<file path="config.mk">
export PLATFORM = sky130hd
export DESIGN_NAME = afbi_host
export DESIGN_NICKNAME = d
export VERILOG_FILES = /design/src/logic/afbi_pkg.sv /design/src/logic/afbi_host.sv
export SDC_FILE = /design/constraint.sdc
export NUM_CORES = 1
export LEC_CHECK = 0
export BUFFER_PORTS_ARGS = -buffer_cell sky130_fd_sc_hd__clkbuf_2
export CAP_MARGIN = 0
export CORE_MARGIN = 3
export CORE_UTILIZATION = 40
export DETAILED_ROUTE_END_ITERATION = 8
export PLACE_DENSITY_LB_ADDON = 0.2
export SLEW_MARGIN = 20
export SYNTH_ARGS = -nofsm -noshare
export SYNTH_HDL_FRONTEND = slang
export SYNTH_SLANG_ARGS = --single-unit
</file>
<file path="constraint.sdc">
create_clock -name sys_clk_i -period 8.56 [get_ports sys_clk_i]
set_clock_uncertainty 0.1 [all_clocks]
set_input_delay 2.14 -clock sys_clk_i [delete_from_list [all_inputs] [get_ports sys_clk_i]]
set_output_delay 2.14 -clock sys_clk_i [all_outputs]
set_load 0.02 [all_outputs]
</file>
<file path="src/logic/afbi_pkg.sv">
`default_nettype none
package afbi_pkg;
  // ==========================================================
  // timing
  localparam int unsigned CLK_MHZ = 200;
  localparam int unsigned T_ACC_NS = 75;
  localparam int unsigned T_PAGE_NS = 25;
  localparam int unsigned T_WP_NS = 60;
  localparam int unsigned T_WH_NS = 30;
  localparam int unsigned T_RST_LOW_NS = 25000;
  localparam int unsigned T_RST_REC_NS = 210;
  localparam int unsigned CYC_ACC = (T_ACC_NS * CLK_MHZ + 999) / 1000;
  localparam int unsigned CYC_PAGE = (T_PAGE_NS * CLK_MHZ + 999) / 1000;
  localparam int unsigned CYC_WP = (T_WP_NS * CLK_MHZ + 999) / 1000;
  localparam int unsigned CYC_WH = (T_WH_NS * CLK_MHZ + 999) / 1000;
  localparam int unsigned CYC_RST_LOW = (T_RST_LOW_NS * CLK_MHZ + 999) / 1000;
  localparam int unsigned CYC_RST_REC = (T_RST_REC_NS * CLK_MHZ + 999) / 1000;
  localparam int unsigned CNT_W = 16;
  // ==========================================================
  // register map
  localparam logic [7:0] OFS_CTRL = 8'h00;
  localparam logic [7:0] OFS_ADDR = 8'h04;
  localparam logic [7:0] OFS_WDATA = 8'h08;
  localparam logic [7:0] OFS_RDATA = 8'h0c;
  localparam logic [7:0] OFS_CFG = 8'h10;
  localparam logic [7:0] OFS_STAT = 8'h14;
  localparam int unsigned CTRL_GO = 0;
  localparam int unsigned CTRL_OP = 1;
  localparam int unsigned CFG_BYTE = 0;
  localparam int unsigned CFG_KEEP = 1;
  localparam int unsigned CFG_SINGLE = 2;
  localparam logic [2:0] CFG_RST = 3'h0;
  // ==========================================================
  // device commands and page configuration
  localparam logic [15:0] CMD_SET_CFG = 16'h0060;
  localparam logic [15:0] CMD_CFG_CONFIRM = 16'h0004;
  localparam logic [15:0] CMD_CLR_STATUS = 16'h0050;
  localparam logic [15:0] CMD_READ_ARRAY = 16'h00ff;
  localparam int unsigned PCFG_PAGE8 = 13;
  localparam int unsigned PAGE4_LSB = 3;
  localparam int unsigned PAGE8_LSB = 4;
  typedef enum logic [1:0] {
    OP_READ = 2'h0,
    OP_WRITE = 2'h1,
    OP_PAGE_CFG = 2'h2,
    OP_RESET = 2'h3
  } afbi_op_t;
  typedef struct packed {
    logic [23:0] addr;
    logic [15:0] dq;
    logic dq_oe;
    logic chip_select_a;
    logic chip_select_b;
    logic chip_select_c;
    logic output_enable_n;
    logic write_enable_n;
    logic reset_powerdown_n;
    logic byte_width_n;
  } afbi_pins_t;
endpackage
`default_nettype wire

</file>
<file path="src/logic/afbi_host.sv">
// Function
// - single device: c and b tied low, chip_select_a alone selects.
// - read: select, assert output_enable_n, keep write and reset deasserted.
// - issue read-array command before page reads after other operations; the host issues it only at the end of page config, not after writes.
// - page config: writes 0060h then 0004h, value on address 15..0.
// - host writes zeros to reserved page configuration bits.
// - eight-word mode needs clear-status after page configuration.
//
// The placing of the registers and the APB interface to the registers were chosen for this implementation.
`default_nettype none
module afbi_host
  import afbi_pkg::*;
#(
  parameter int unsigned RST_LOW_CYC = CYC_RST_LOW
) (
  // clock and reset
  input wire logic sys_clk_i,
  input wire logic rst_n_i,
  // apb slave
  input wire logic [7:0] paddr_i,
  input wire logic psel_i,
  input wire logic penable_i,
  input wire logic pwrite_i,
  input wire logic [31:0] pwdata_i,
  output logic [31:0] prdata_o,
  output logic pready_o,
  output logic pslverr_o,
  // flash pins
  output afbi_pins_t flash_o,
  input wire logic [15:0] dq_i
);
  // ==========================================================
  // reset release
  logic rst_m_q;
  logic rst_n;
  always_ff @(posedge sys_clk_i or negedge rst_n_i)
  begin
    if (!rst_n_i)
    begin
      rst_m_q <= 1'b0;
      rst_n <= 1'b0;
    end
    else
    begin
      rst_m_q <= 1'b1;
      rst_n <= rst_m_q;
    end
  end

  typedef enum logic [7:0] {
    S_IDLE = 8'h01,
    S_SETUP = 8'h02,
    S_RD_WAIT = 8'h04,
    S_WR_PULSE = 8'h08,
    S_WR_HOLD = 8'h10,
    S_DESEL = 8'h20,
    S_RST_LOW = 8'h40,
    S_RST_REC = 8'h80
  } afbi_state_t;

  afbi_state_t state_q;
  afbi_op_t op_q;
  logic [23:0] addr_q;
  logic [15:0] wdata_q;
  logic [15:0] rdata_q;
  logic [2:0] cfg_q;
  logic [1:0] step_q;
  logic [CNT_W-1:0] cnt_q;
  logic page8_q;
  logic page_valid_q;
  logic [23:0] page_addr_q;
  logic busy;
  logic go;
  afbi_op_t go_op;
  logic page_hit;
  logic [23:0] page_mask;
  logic [15:0] step_data;
  logic [23:0] step_addr;

  // ==========================================================
  // apb registers
  assign busy = (state_q != S_IDLE);
  assign pready_o = 1'b1;
  assign go = psel_i && penable_i && pwrite_i && (paddr_i == OFS_CTRL)
    && pwdata_i[CTRL_GO] && !busy;
  // op arrives in the same access as go, so decode it from the bus
  assign go_op = afbi_op_t'(pwdata_i[CTRL_OP +: 2]);

  always_comb
  begin
    prdata_o = 32'h0000_0000;
    pslverr_o = 1'b0;
    case (paddr_i)
      OFS_CTRL: prdata_o = {29'h0, op_q, busy};
      OFS_ADDR: prdata_o = {8'h00, addr_q};
      OFS_WDATA: prdata_o = {16'h0000, wdata_q};
      OFS_RDATA: prdata_o = {16'h0000, rdata_q};
      OFS_CFG: prdata_o = {29'h0, cfg_q};
      OFS_STAT: prdata_o = {28'h0, !flash_o.chip_select_a, page_valid_q, page8_q, busy};
      default: pslverr_o = psel_i && penable_i;
    endcase
  end

  always_ff @(posedge sys_clk_i or negedge rst_n)
  begin
    if (!rst_n)
    begin
      addr_q <= 24'h00_0000;
      wdata_q <= 16'h0000;
      cfg_q <= CFG_RST;
      op_q <= OP_READ;
    end
    else if (psel_i && penable_i && pwrite_i && !busy)
    begin
      case (paddr_i)
        OFS_CTRL: op_q <= afbi_op_t'(pwdata_i[CTRL_OP +: 2]);
        OFS_ADDR: addr_q <= pwdata_i[23:0];
        OFS_WDATA: wdata_q <= pwdata_i[15:0];
        OFS_CFG: cfg_q <= pwdata_i[2:0];
        default: ;
      endcase
    end
  end

  // ==========================================================
  // page tracking
  // in-page bits follow the page length
  assign page_mask = page8_q ? ~24'h00_000f : ~24'h00_0007;
  // buffer hit only while still selected in the same page
  assign page_hit = page_valid_q && !flash_o.chip_select_a && !cfg_q[CFG_SINGLE]
    && ((addr_q & page_mask) == (page_addr_q & page_mask));

  always_comb
  begin
    // only the page length bit may be set
    step_addr = {8'h00, 16'h0000};
    step_addr[PCFG_PAGE8] = addr_q[PCFG_PAGE8];
    case (step_q)
      2'h0: step_data = CMD_SET_CFG;
      2'h1: step_data = CMD_CFG_CONFIRM;
      2'h2: step_data = CMD_CLR_STATUS;
      default: step_data = CMD_READ_ARRAY;
    endcase
    if (op_q != OP_PAGE_CFG)
    begin
      step_addr = addr_q;
      step_data = wdata_q;
    end
  end

  // ==========================================================
  // bus sequencer
  always_ff @(posedge sys_clk_i or negedge rst_n)
  begin
    if (!rst_n)
    begin
      state_q <= S_IDLE;
      step_q <= 2'h0;
      cnt_q <= '0;
      rdata_q <= 16'h0000;
      page8_q <= 1'b0;
      page_valid_q <= 1'b0;
      page_addr_q <= 24'h00_0000;
      flash_o <= '{addr: 24'h00_0000, dq: 16'h0000, dq_oe: 1'b0,
        chip_select_a: 1'b1, chip_select_b: 1'b0, chip_select_c: 1'b0,
        output_enable_n: 1'b1, write_enable_n: 1'b1,
        reset_powerdown_n: 1'b1, byte_width_n: 1'b1};
    end
    else
    begin
      flash_o.byte_width_n <= !cfg_q[CFG_BYTE];
      // c and b held low, chip_select_a alone selects
      flash_o.chip_select_b <= 1'b0;
      flash_o.chip_select_c <= 1'b0;
      case (state_q)
        S_IDLE:
        begin
          step_q <= 2'h0;
          if (go)
          begin
            state_q <= (go_op == OP_RESET) ? S_RST_LOW : S_SETUP;
            cnt_q <= '0;
            if (go_op == OP_RESET)
            begin
              flash_o.chip_select_a <= 1'b1;
              flash_o.reset_powerdown_n <= 1'b0;
            end
          end
        end
        S_SETUP:
        begin
          flash_o.addr <= step_addr;
          cnt_q <= '0;
          // all chip selects low selects the device
          flash_o.chip_select_a <= 1'b0;
          if (op_q == OP_READ)
          begin
            // read with write enable and reset deasserted
            flash_o.output_enable_n <= 1'b0;
            flash_o.write_enable_n <= 1'b1;
            flash_o.dq_oe <= 1'b0;
            state_q <= S_RD_WAIT;
          end
          else
          begin
            // output enable kept high so the cycle is a write
            flash_o.output_enable_n <= 1'b1;
            flash_o.dq <= step_data;
            flash_o.dq_oe <= 1'b1;
            flash_o.write_enable_n <= 1'b0;
            page_valid_q <= 1'b0;
            state_q <= S_WR_PULSE;
          end
        end
        S_RD_WAIT:
        begin
          cnt_q <= cnt_q + 1'b1;
          if (cnt_q + 1'b1 >= (page_hit ? CNT_W'(CYC_PAGE) : CNT_W'(CYC_ACC)))
          begin
            rdata_q <= cfg_q[CFG_BYTE] ? {8'h00, dq_i[7:0]} : dq_i;
            flash_o.output_enable_n <= 1'b1;
            page_valid_q <= 1'b1;
            page_addr_q <= flash_o.addr;
            if (cfg_q[CFG_KEEP])
            begin
              state_q <= S_IDLE;
            end
            else
            begin
              state_q <= S_DESEL;
            end
          end
        end
        S_WR_PULSE:
        begin
          cnt_q <= cnt_q + 1'b1;
          if (cnt_q + 1'b1 >= CNT_W'(CYC_WP))
          begin
            // rising write enable latches address and data
            flash_o.write_enable_n <= 1'b1;
            cnt_q <= '0;
            state_q <= S_WR_HOLD;
          end
        end
        S_WR_HOLD:
        begin
          cnt_q <= cnt_q + 1'b1;
          if (cnt_q + 1'b1 >= CNT_W'(CYC_WH))
          begin
            state_q <= S_DESEL;
            if (op_q == OP_PAGE_CFG && step_q != 2'h3)
            begin
              state_q <= S_SETUP;
              step_q <= (step_q == 2'h1 && !addr_q[PCFG_PAGE8]) ? 2'h3 : step_q + 2'h1;
            end
            else if (op_q == OP_PAGE_CFG)
            begin
              // page length now follows bit 13
              page8_q <= addr_q[PCFG_PAGE8];
            end
          end
        end
        S_DESEL:
        begin
          flash_o.dq_oe <= 1'b0;
          flash_o.chip_select_a <= 1'b1;
          page_valid_q <= 1'b0;
          state_q <= S_IDLE;
        end
        S_RST_LOW:
        begin
          cnt_q <= cnt_q + 1'b1;
          page_valid_q <= 1'b0;
          page8_q <= 1'b0;
          if (cnt_q + 1'b1 >= CNT_W'(RST_LOW_CYC))
          begin
            flash_o.reset_powerdown_n <= 1'b1;
            cnt_q <= '0;
            state_q <= S_RST_REC;
          end
        end
        S_RST_REC:
        begin
          cnt_q <= cnt_q + 1'b1;
          if (cnt_q + 1'b1 >= CNT_W'(CYC_RST_REC))
          begin
            state_q <= S_IDLE;
          end
        end
        default: state_q <= S_IDLE;
      endcase
    end
  end
endmodule
`default_nettype wire

</file>
* Yosys cells after proc, flatten, opt, wreduce, memory -nomap -nowiden
Cells that the tools add are included.
** Storage, ports and cells
- Register bits after elaboration :: 161
- Latch bits :: 0
- Memory bits (writable) :: 0
- Memory bits (read-only) :: 0
- Output and inout bits :: 82
- Memories :: 0
** Cells by class
- Add/subtract/negate cells :: 2
- Multiply operators :: 0
- Divide/modulo/power cells :: 0
- Magnitude comparators :: 5
- Eq/ne operators :: 32
- Shift-type cells :: 0
- Mux-type cells :: 47
- Bitwise logic cells :: 3
- Reduce and logical (&&, ||, !) cells :: 46
** Operators by type and width (number)
- $pmux W24 S6 :: 1
- $mux W16 :: 5
- $pmux W16 S5 :: 1
- $pmux W8 S7 :: 1
- $and A24 B24 Y24 :: 2
- $mux W8 :: 6
- $ne A2 B2 Y1 const B :: 13
- $eq A24 B24 Y1 :: 1
- $eq A8 B4 Y1 const B :: 3
- $eq A8 B5 Y1 const B :: 3
- $mux W24 :: 1
- $pmux W8 S3 :: 1
- $reduce_and A2 Y1 :: 9
- $add A16 B1 Y16 const B :: 1
- $eq A8 B3 Y1 const B :: 2
- $ge A16 B13 Y1 const B :: 1
- $ge A16 B3 Y1 const B :: 1
- $ge A16 B4 Y1 :: 1
- $ge A16 B4 Y1 const B :: 1
- $ge A16 B6 Y1 const B :: 1
- $mux W1 :: 13
- $mux W4 :: 3
- $mux W6 :: 2
- $reduce_bool A2 Y1 :: 6
- 27 further kinds :: 56

* Longest topological paths before layout
Gate-level depths: netlist (run 1).
- Depth after elaboration :: 8
- Mapped depth :: 13
- Mapped depth without buffers :: 9

* Least setup slack after synthesis (run 1)
OpenSTA, ideal clock, no wires.
- Path kind :: input to output
- From :: input paddr_i[5]
- To :: output prdata_o[10]
- Data arrival time :: 3.928 ns
- Data required time :: 6.320 ns
- Setup slack :: 2.392 ns
- Stages on the path :: 6
- Buffers on the path :: 2
- Path through :: nor4_1 > and3_1 > clkbuf_1 > buf_1 > nand2_1 > o21ai_0
** Between the ends
- Cells in the longest elaborated chain, start to end :: 2
- Elaborated cells between the ends (all ways) :: 7
- Classes of those cells :: eq/ne: 5; mux: 1; reduce/logical: 1
** Ends and longest elaborated chain
- start: declaration :: line afbi_host.sv:20 : input wire logic [7:0] paddr_i,
- $eq A8 B5 Y1, or another cell as far along :: line afbi_host.sv:93 : case (paddr_i)
- $pmux W24 S6 (*) :: line afbi_host.sv:93
- end: declaration :: line afbi_host.sv:25 : output logic [31:0] prdata_o,
Every way passes the cells marked *; elsewhere a longest branch is shown, timed or not.

* Worst setup path after layout (run 1)
- From :: input paddr_i[5]
- To :: output prdata_o[1]
The elaborated chain is that of the path after synthesis.

==> results.cfg, run 1 <==
[critical_path]
cp_max_fo = 19
crit_type = in2out
path_buf_inv = 2
cpLargestDelayFamily = simple AND/OR/NAND/NOR gates
rr_startpoint = cnt_q[0]
arrival_ps = 4510
worst_setup_path_end_kind = primary output
worstPathCellList = clkbuf_2 > nor4_1 > and2_1 > a22oi_1 > a21oi_1 > a221o_1 > clkbuf_2
r2r_cells = 9
slowest_stage = and2_1
startpoint_type = input port
reg2reg_slack_ps = 4740
reg2reg_to = rdata_q[2]
worstPathRequired_ps = 6320
cpPeakStageDelay_ps = 810
crit_top_cell = clkbuf_2

[min_path]
min_path_type = reg2async

[final_layout]
nets = 957
regArea_um2 = 3970
drive_gt1_frac = 0.285
antenna_cells = 0
syn_to_final_growth_pct = 16.8
fillCellCount = 1881
multi_input_area_um2 = 3890

[sta]
worst_pin_slew_ps = 933
fmax_ghz = 0.148
rsz0062_at_grt = false
tns_ps = 0
post-route-min-period_ps = 6750
whs_ps = 155
maxSlewViolCount = 0
min_period_over_period = 0.788
final-hold-violation-count = 0
setup_viol = 0
relSlewSlack = 0.377

[floorplan]
initial_utilization = 0.413
core_um2 = 19700
dieArea_um2 = 22100
die_h_um = 149
pin_count = 143
die_w_um = 149
num_rows = 51

[detailed_routing]
drc = 0
drtIter0Drc = 410
drt-total-wl_mm = 22.4
dr.pass1.iters = 5
viasPerCell = 5.49
ant_nets = 0
vias = 6413
routedWlPerCell_um = 19.2

[status]
status = finished clean

[cts]
clock_sinks = 158
clk_pin_slew_ps = 60
tritoncts = yes
post-cts-setup-buffer-count = 0
holdBufCountCts = 0
cts_buffer_depth = 2
h-tree-depth = 4
cts_root_buf = clkbuf_16
clk_latency_ps = 430
cts_made_buffers = 17
post_cts_resized = 0

[synth]
synth_seq_area_share = 0.486
yosys_warnings = 0
yosys-top-cells-area = dfrtp_1 (47%), mux2_2 (8.6%), nand2_1 (5.4%), o21ai_0 (3.8%), xnor2_1 (2.8%)
synth_edf_count = 0
avgSynthCellArea_um2 = 10.3
netlist_instances = 790
netlist-cell-type-count = 73
synth_commonest_cells = dfrtp_1 (152), nand2_1 (118), mux2_2 (62), o21ai_0 (62), clkbuf_1 (32)
ys_ff_latch = 158
syn_area_um2 = 8150
yosys.area.top_type = dfrtp_1
yosysMostFrequentCell = dfrtp_1
yosys.area.top_type_share = 0.467
async_flop_share = 1.00
synth_flop_cell = dfrtp_1

[global_route]
grt-ovfl-total = 0
antenna_found_initial = 1
grt_max_degree = 66
grt_pass1_vias = 6278
grt_pass1_wl_mm = 36.3
grtUsageTotal = 0.210

[power_and_ir_drop]
cellPowerDensity_nw_per_um2 = 209
leakagePower_nw = 4.41
ir_drop_mv = 0.149

[place]
hpwl_mm = 15.9
gp_congestion = 0.924
io_buffers = 123

[run]
cap_violations = 0
-- layer usage --
layer / up-vias / global-route usage / part of all wire / routed length, um
li1: 3051 / - / - / -
met3: 26 / 0.0453 / 0.050 / 1120
met2: 167 / 0.315 / 0.45 / 10200
met5: - / 0 / 0 / 0
met1: 3169 / 0.309 / 0.48 / 10800
met4: 0 / 0.0581 / 0.015 / 346
-- final cells by class --
| type | instances | share of cell area |
|---|---|---|
| clock buffers | 19 | 0.0465 |
| clock inverters | 13 | 0.0196 |
| inverters | 9 | 0.00355 |
| multi-input cells | 574 | 0.409 |
| flip-flops and latches | 158 | 0.417 |
| well taps | 265 | 0.0348 |
| repair buffers | 130 | 0.0702 |
-- cells by family (layout without fill, tap and decap cells) --
kind of cell             after synthesis  after routing  synth area share
AND/OR/NAND/NOR                      258            258             0.158
AO/OA/AOI/OAI                        191            191             0.159
flip-flops                           158            158             0.486
multiplexers                          78             78             0.112
buffers and inverters                 68            171            0.0434
XOR/XNOR                              29             29            0.0312
adder cells (fa/ha/maj)                6              6           0.00921
other                                  2             12          0.000921
-- registers in the layout, summed over array words and instances (netlist names) --
| register | count |
|---|---|
| flash_o | 46 |
| addr_q | 24 |
| page_addr_q | 21 |
| cnt_q | 16 |
| rdata_q | 16 |
| wdata_q | 16 |
| state_q | 8 |
| cfg_q | 3 |
| op_q | 2 |
| step_q | 2 |
| page8_q | 1 |
| page_valid_q | 1 |
| rst_m_q | 1 |
| rst_n | 1 |
-- report_power, final --
group	switching, mW	internal (mW)	total, mW
Sequential	0.0479	0.794	0.842
Clock	0.322	0.498	0.820
Combinational	0.225	0.105	0.330
-- worst reg2reg max path, cell delays in order (launching register included) --
cell and delay (ps):
dfrtp_1 550, ha_1 430, and3_1 370, and4_1 270
mux2i_1 250, a21o_1 280, nand4b_4 200, nand2b_4 210
and2_4 590, mux2_2 450
-- per-stage QoR --
stage | setup WS [ps] | instances | instance area [um^2] | utilization | power [mW]
after floorplan | 2390 | 800 | 8190 | - | 1.07
after global placement | 1860 | 1136 | 8880 | 0.450 | 1.18
after detailed placement | 1860 | 1136 | 8880 | 0.450 | 1.18
after CTS | 1840 | 1168 | 9510 | 0.482 | 2.01
after global routing | 1550 | 1168 | 9520 | 0.483 | 2.08
final | 1810 | 1168 | 9520 | 0.483 | 1.99
-- placed cells by master (no fill, tap or decap), drive strengths merged, types with 8 or more instances in the layout --
cell,synthesis,final
nand4,14,14
a21oi,24,24
nand2b,9,9
inv,8,11
nor3,10,10
nor4,8,8
conb,2,12
a32o,8,8
mux2,73,73
a22o,15,15
and2,16,16
o21ai,63,63
o31ai,8,8
xnor2,26,26
clkbuf,32,142
a31o,9,9
nand3,12,12
a21boi,8,8
and3,10,10
nand2,118,118
dfrtp,152,152
nor2,31,31
-- worst max-delay path by stage --
stage	end	startpoint	depth (start not counted)
after floorplan	prdata_o[10]	paddr_i[5]	6
after global placement	prdata_o[1]	paddr_i[5]	7
after detailed placement	prdata_o[2]	paddr_i[5]	7
after CTS	prdata_o[2]	paddr_i[5]	7
after global routing	prdata_o[2]	paddr_i[5]	7
final	prdata_o[1]	paddr_i[5]	7
Power figures use the tool's default switching activity.
==> run 2, diff against run 1 <==
- clock period: 8.56 -> 6.4 ns (I/O delays scaled with it)
==> run 2 against run 1 <==
Cell count is 0.17% higher. Sequential share of layout area hardly changed. Die area stayed put. Sequential power is 34% higher. Hold slack worse by 1.2 ps. Routed wire length is 1.3% lower. Clock power is 28% higher. Critical endpoint is now prdata_o[7].
==> results.cfg, run 2 (same netlist as run 1, synthesis figures left out) <==
[critical_path]
cpLargestDelayFamily = simple AND/OR/NAND/NOR gates
startpoint_type = input port
worstPathCellList = clkbuf_2 > nor4_1 > buf_4 > and3_1 > buf_4 > a22o_1 > nand2_1 > o21ai_0 > clkbuf_2
arrival_ps = 3610
cp_max_fo = 17
slowest_stage = and3_1
worstPathRequired_ps = 4700
path_buf_inv = 4
worst_setup_path_end_kind = primary output
crit_type = in2out
cpPeakStageDelay_ps = 510

[cts]
cts_root_buf = clkbuf_16
clk_latency_ps = 420
holdBufCountCts = 0
tritoncts = yes
clk_pin_slew_ps = 60
cts_made_buffers = 17
post_cts_resized = 0
clock_sinks = 158
h-tree-depth = 4
cts_buffer_depth = 2
post-cts-setup-buffer-count = 0

[final_layout]
mostFrequentLayoutCells = dfrtp_1 (151), clkbuf_2 (123), nand2_1 (118), o21ai_0 (62), mux2_2 (62)
drive_gt1_frac = 0.286
syn_to_final_growth_pct = 16.7
regMostFlops = flash_o
antenna_cells = 0
final_common_cell = dfrtp_1
largestRegisters = flash_o (46), addr_q (24), page_addr_q (21)
fin_util = 0.483
multi_input_area_um2 = 3890
largest_reg_flops = 46
regArea_um2 = 3970
fillCellCount = 1857
nets = 959
fin_cells = 1170

[detailed_routing]
drt-total-wl_mm = 22.1
wl_met1_mm = 10.5
vias = 6415
met3_length_mm = 1.12
dr.pass1.iters = 5
top_layer_used = met4
viasPerCell = 5.48
ant_nets = 0
routedWlPerCell_um = 18.9
wl_met2_mm = 10.1
drtIter0Drc = 408
drc = 0

[sta]
setup_viol = 0
rsz0062_at_grt = false
final-hold-violation-count = 0
relSlewSlack = 0.348
post-route-min-period_ps = 5310
maxSlewViolCount = 0
min_period_over_period = 0.830
tns_ps = 0
fmax_ghz = 0.188
worst_pin_slew_ps = 969

[global_route]
grtUsageTotal = 0.205
grt_pass1_vias = 6151
grt_pass1_wl_mm = 35.6
grt-ovfl-total = 0
grt_max_degree = 71
antenna_found_initial = 1

[status]
status = finished clean

[place]
io_buffers = 123
hpwl_mm = 15.8
dp_cells = 1138
gp_congestion = 0.929

[power_and_ir_drop]
leakagePower_nw = 4.41
ir_drop_mv = 0.187
cellPowerDensity_nw_per_um2 = 275

[floorplan]
core_um2 = 19700
pin_count = 143
die_w_um = 149
dieArea_um2 = 22100
die_h_um = 149
num_rows = 51
initial_utilization = 0.413

[min_path]
min_path_type = reg2async

[run]
cap_violations = 0
-- run 2: cell types whose count changed in the layout (fill, tap and decap cells not counted), sizes merged --
cell,change
buf,+2
bufinv,-1
clkbuf,+1
clkinvlp,+1
inv,-1
-- run 2: path summary, 6_finish.rpt --
kind	from	endpoint	slack, ps	depth (start not counted)
max	paddr_i[5]	prdata_o[7]	1090	9
max in group asynchronous	rst_n	cnt_q[6]	4800	1
min	rst_n	wdata_q[12]	150	0
min reg2reg	rst_n	wdata_q[12]	150	0
max reg2reg	state_q[7]	cnt_q[11]	2620	8
min in group sys_clk_i	rst_m_q	rst_n	260	0
-- run 2: worst register-to-register path: cells and delay by family, from the launching register on --
kind	cells	cell delay, ps
simple gates	5	2490
compound gates	3	620
flops	1	440
-- run 2: report_power, final --
group          internal [mW]  total [mW]  switching (mW)
logic                  0.136       0.434           0.298
clock network          0.629        1.05           0.425
registers               1.06        1.13          0.0646
-- run 2: routing by layer --
| metal | up-vias | GRT usage |
|---|---|---|
| li1 | 3048 | - |
| met1 | 3150 | 0.300 |
| met2 | 188 | 0.308 |
| met3 | 29 | 0.0435 |
| met4 | 0 | 0.0618 |
| met5 | - | 0 |
-- run 2: final cells by class --
type	count	area share
well taps	265	0.0348
flip-flops and latches	158	0.417
repair buffers	132	0.0718
inverters	9	0.00355
clock buffers	20	0.0469
multi-input cells	574	0.409
clock inverters	12	0.0171
-- run 2: metrics by stage --
stage / power, mW / setup WS, ps / cell area, um^2 / hold slack [ps]
after global placement: 1.57 / 1060 / 8890 / 171
after floorplan: 1.44 / 1310 / 8190 / 231
after CTS: 2.63 / 1090 / 9510 / 178
final: 2.61 / 1090 / 9520 / 154
after detailed placement: 1.58 / 1090 / 8900 / 176
after global routing: 2.74 / 918 / 9520 / 197
==> run 3, diff against run 2 <==
- clock period: 6.4 -> 5 ns (I/O delays scaled with it)
==> run 3 against run 2 <==
Clock-buffer cell count fell by 3. Core utilization barely moved. Flip-flop and latch count did not move. Sequential power rose by 28%. Die area did not move. Largest cell class unchanged. Critical path depth did not move. Sequential share of layout area barely moved. Hold slack improved by 97 ps. Non-clock buffer count rose by 4. Total power rose by 26%. Worst setup slack got worse by 490 ps.
==> results.cfg, run 3 (same netlist as run 1, synthesis figures left out) <==
[status]
status = finished clean

[floorplan]
initial_utilization = 0.413
pin_count = 143
die_h_um = 149
core_um2 = 19700
die_w_um = 149
dieArea_um2 = 22100
num_rows = 51

[sta]
setup_ws_ps = 596
min_period_over_period = 0.881
maxSlewViolCount = 0
rsz0062_at_grt = false
tns_ps = 0
fmax_ghz = 0.227
post-route-min-period_ps = 4400
setup_viol = 0
relSlewSlack = 0.411
final-hold-violation-count = 0
worst_pin_slew_ps = 883

[cts]
cts_root_buf = clkbuf_16
holdBufCountCts = 0
cts_buffer_depth = 2
clock_sinks = 158
clk_latency_ps = 430
cts_made_buffers = 17
clk_pin_slew_ps = 70
post-cts-setup-buffer-count = 0
tritoncts = yes
post_cts_resized = 0
h-tree-depth = 4

[power_and_ir_drop]
p_total_mw = 3.30
leakagePower_nw = 4.42
ir_drop_mv = 0.237
cellPowerDensity_nw_per_um2 = 347

[global_route]
grt_max_degree = 65
grt_pass1_vias = 6219
antenna_found_initial = 0
grt-ovfl-total = 0
grt_pass1_wl_mm = 35.6
grtUsageTotal = 0.206

[detailed_routing]
ant_nets = 0
drt-total-wl_mm = 22.4
drtIter0Drc = 420
drc = 0
routedWlPerCell_um = 19.1
vias = 6427
dr.pass1.iters = 5
viasPerCell = 5.47

[final_layout]
drive_gt1_frac = 0.290
final_common_cell = dfrtp_1
syn_to_final_growth_pct = 16.7
regMostFlops = flash_o
nets = 963
largest_reg_flops = 46
largestRegisters = flash_o (46), addr_q (24), page_addr_q (21)
antenna_cells = 0
mostFrequentLayoutCells = dfrtp_1 (151), clkbuf_2 (123), nand2_1 (118), o21ai_0 (62), mux2_2 (62)
fin_cells = 1174

[critical_path]
cp_max_fo = 28
worstPathRequired_ps = 3650
crit_type = in2out
worst_setup_path_end_kind = primary output
arrival_ps = 3050
startpoint_type = input port

[place]
dp_cells = 1142
hpwl_mm = 16.0
io_buffers = 123
place_ws_ps = 653
gp_congestion = 0.920

[min_path]
min_path_type = reg2reg

[run]
cap_violations = 0
## run 3: cell count changes in the layout (fill, tap and decap cells not counted), moves of 2 or more
cell and change:
buf_4 +4, bufinv_16 -2, clkbuf_1 -2, inv_6 +3
## run 3: worst paths after layout
path                            startpoint              to  slack (ps)  cells after the start
worst max register to register    cnt_q[0]  page_addr_q[6]        1210                      9
worst max-delay path            paddr_i[5]     prdata_o[2]         600                      9
min in group asynchronous            rst_n       addr_q[9]         350                      0
worst min-delay path               rst_m_q           rst_n         250                      0
worst min register to register     rst_m_q           rst_n         250                      0
max in group asynchronous            rst_n     flash_o[38]        3270                      1
## run 3: cell type report
class | instances | area (um^2)
Fill cell | 1884 | 10200
Clock inverter | 15 | 154
Clock buffer | 17 | 425
Multi-Input combinational cell | 574 | 3890
Timing Repair Buffer | 136 | 713
Tap cell | 265 | 332
Inverter | 9 | 33.8
Sequential cell | 158 | 3970
## run 3: through the flow
stage                     hold slack [ps]  instance area [um^2]  utilization
after global routing                  262                  9510        0.482
after global placement                233                  8920        0.453
after floorplan                       231                  8190            -
after CTS                             252                  9500        0.482
after detailed placement              236                  8920        0.453
final                                 250                  9510        0.482
## run 3: critical path, stage by stage
cell,delay [ps]
clkbuf_2,90
nor4_1,330
buf_4,190
and3_1,150
buf_4,310
a22oi_1,180
a21oi_1,170
a221o_1,180
clkbuf_2,190
## run 3: where the power goes
part	switching (mW)	total (mW)	internal, mW
sequential	0.0892	1.45	1.36
clock	0.585	1.29	0.702
combinational	0.379	0.562	0.183
## run 3: layer usage
metal,part of all wire,up-vias,global-route usage
met3,0.051,33,0.0386
met4,0.016,0,0.0604
li1,-,3062,-
met2,0.45,214,0.310
met1,0.48,3118,0.306
met5,0,-,0
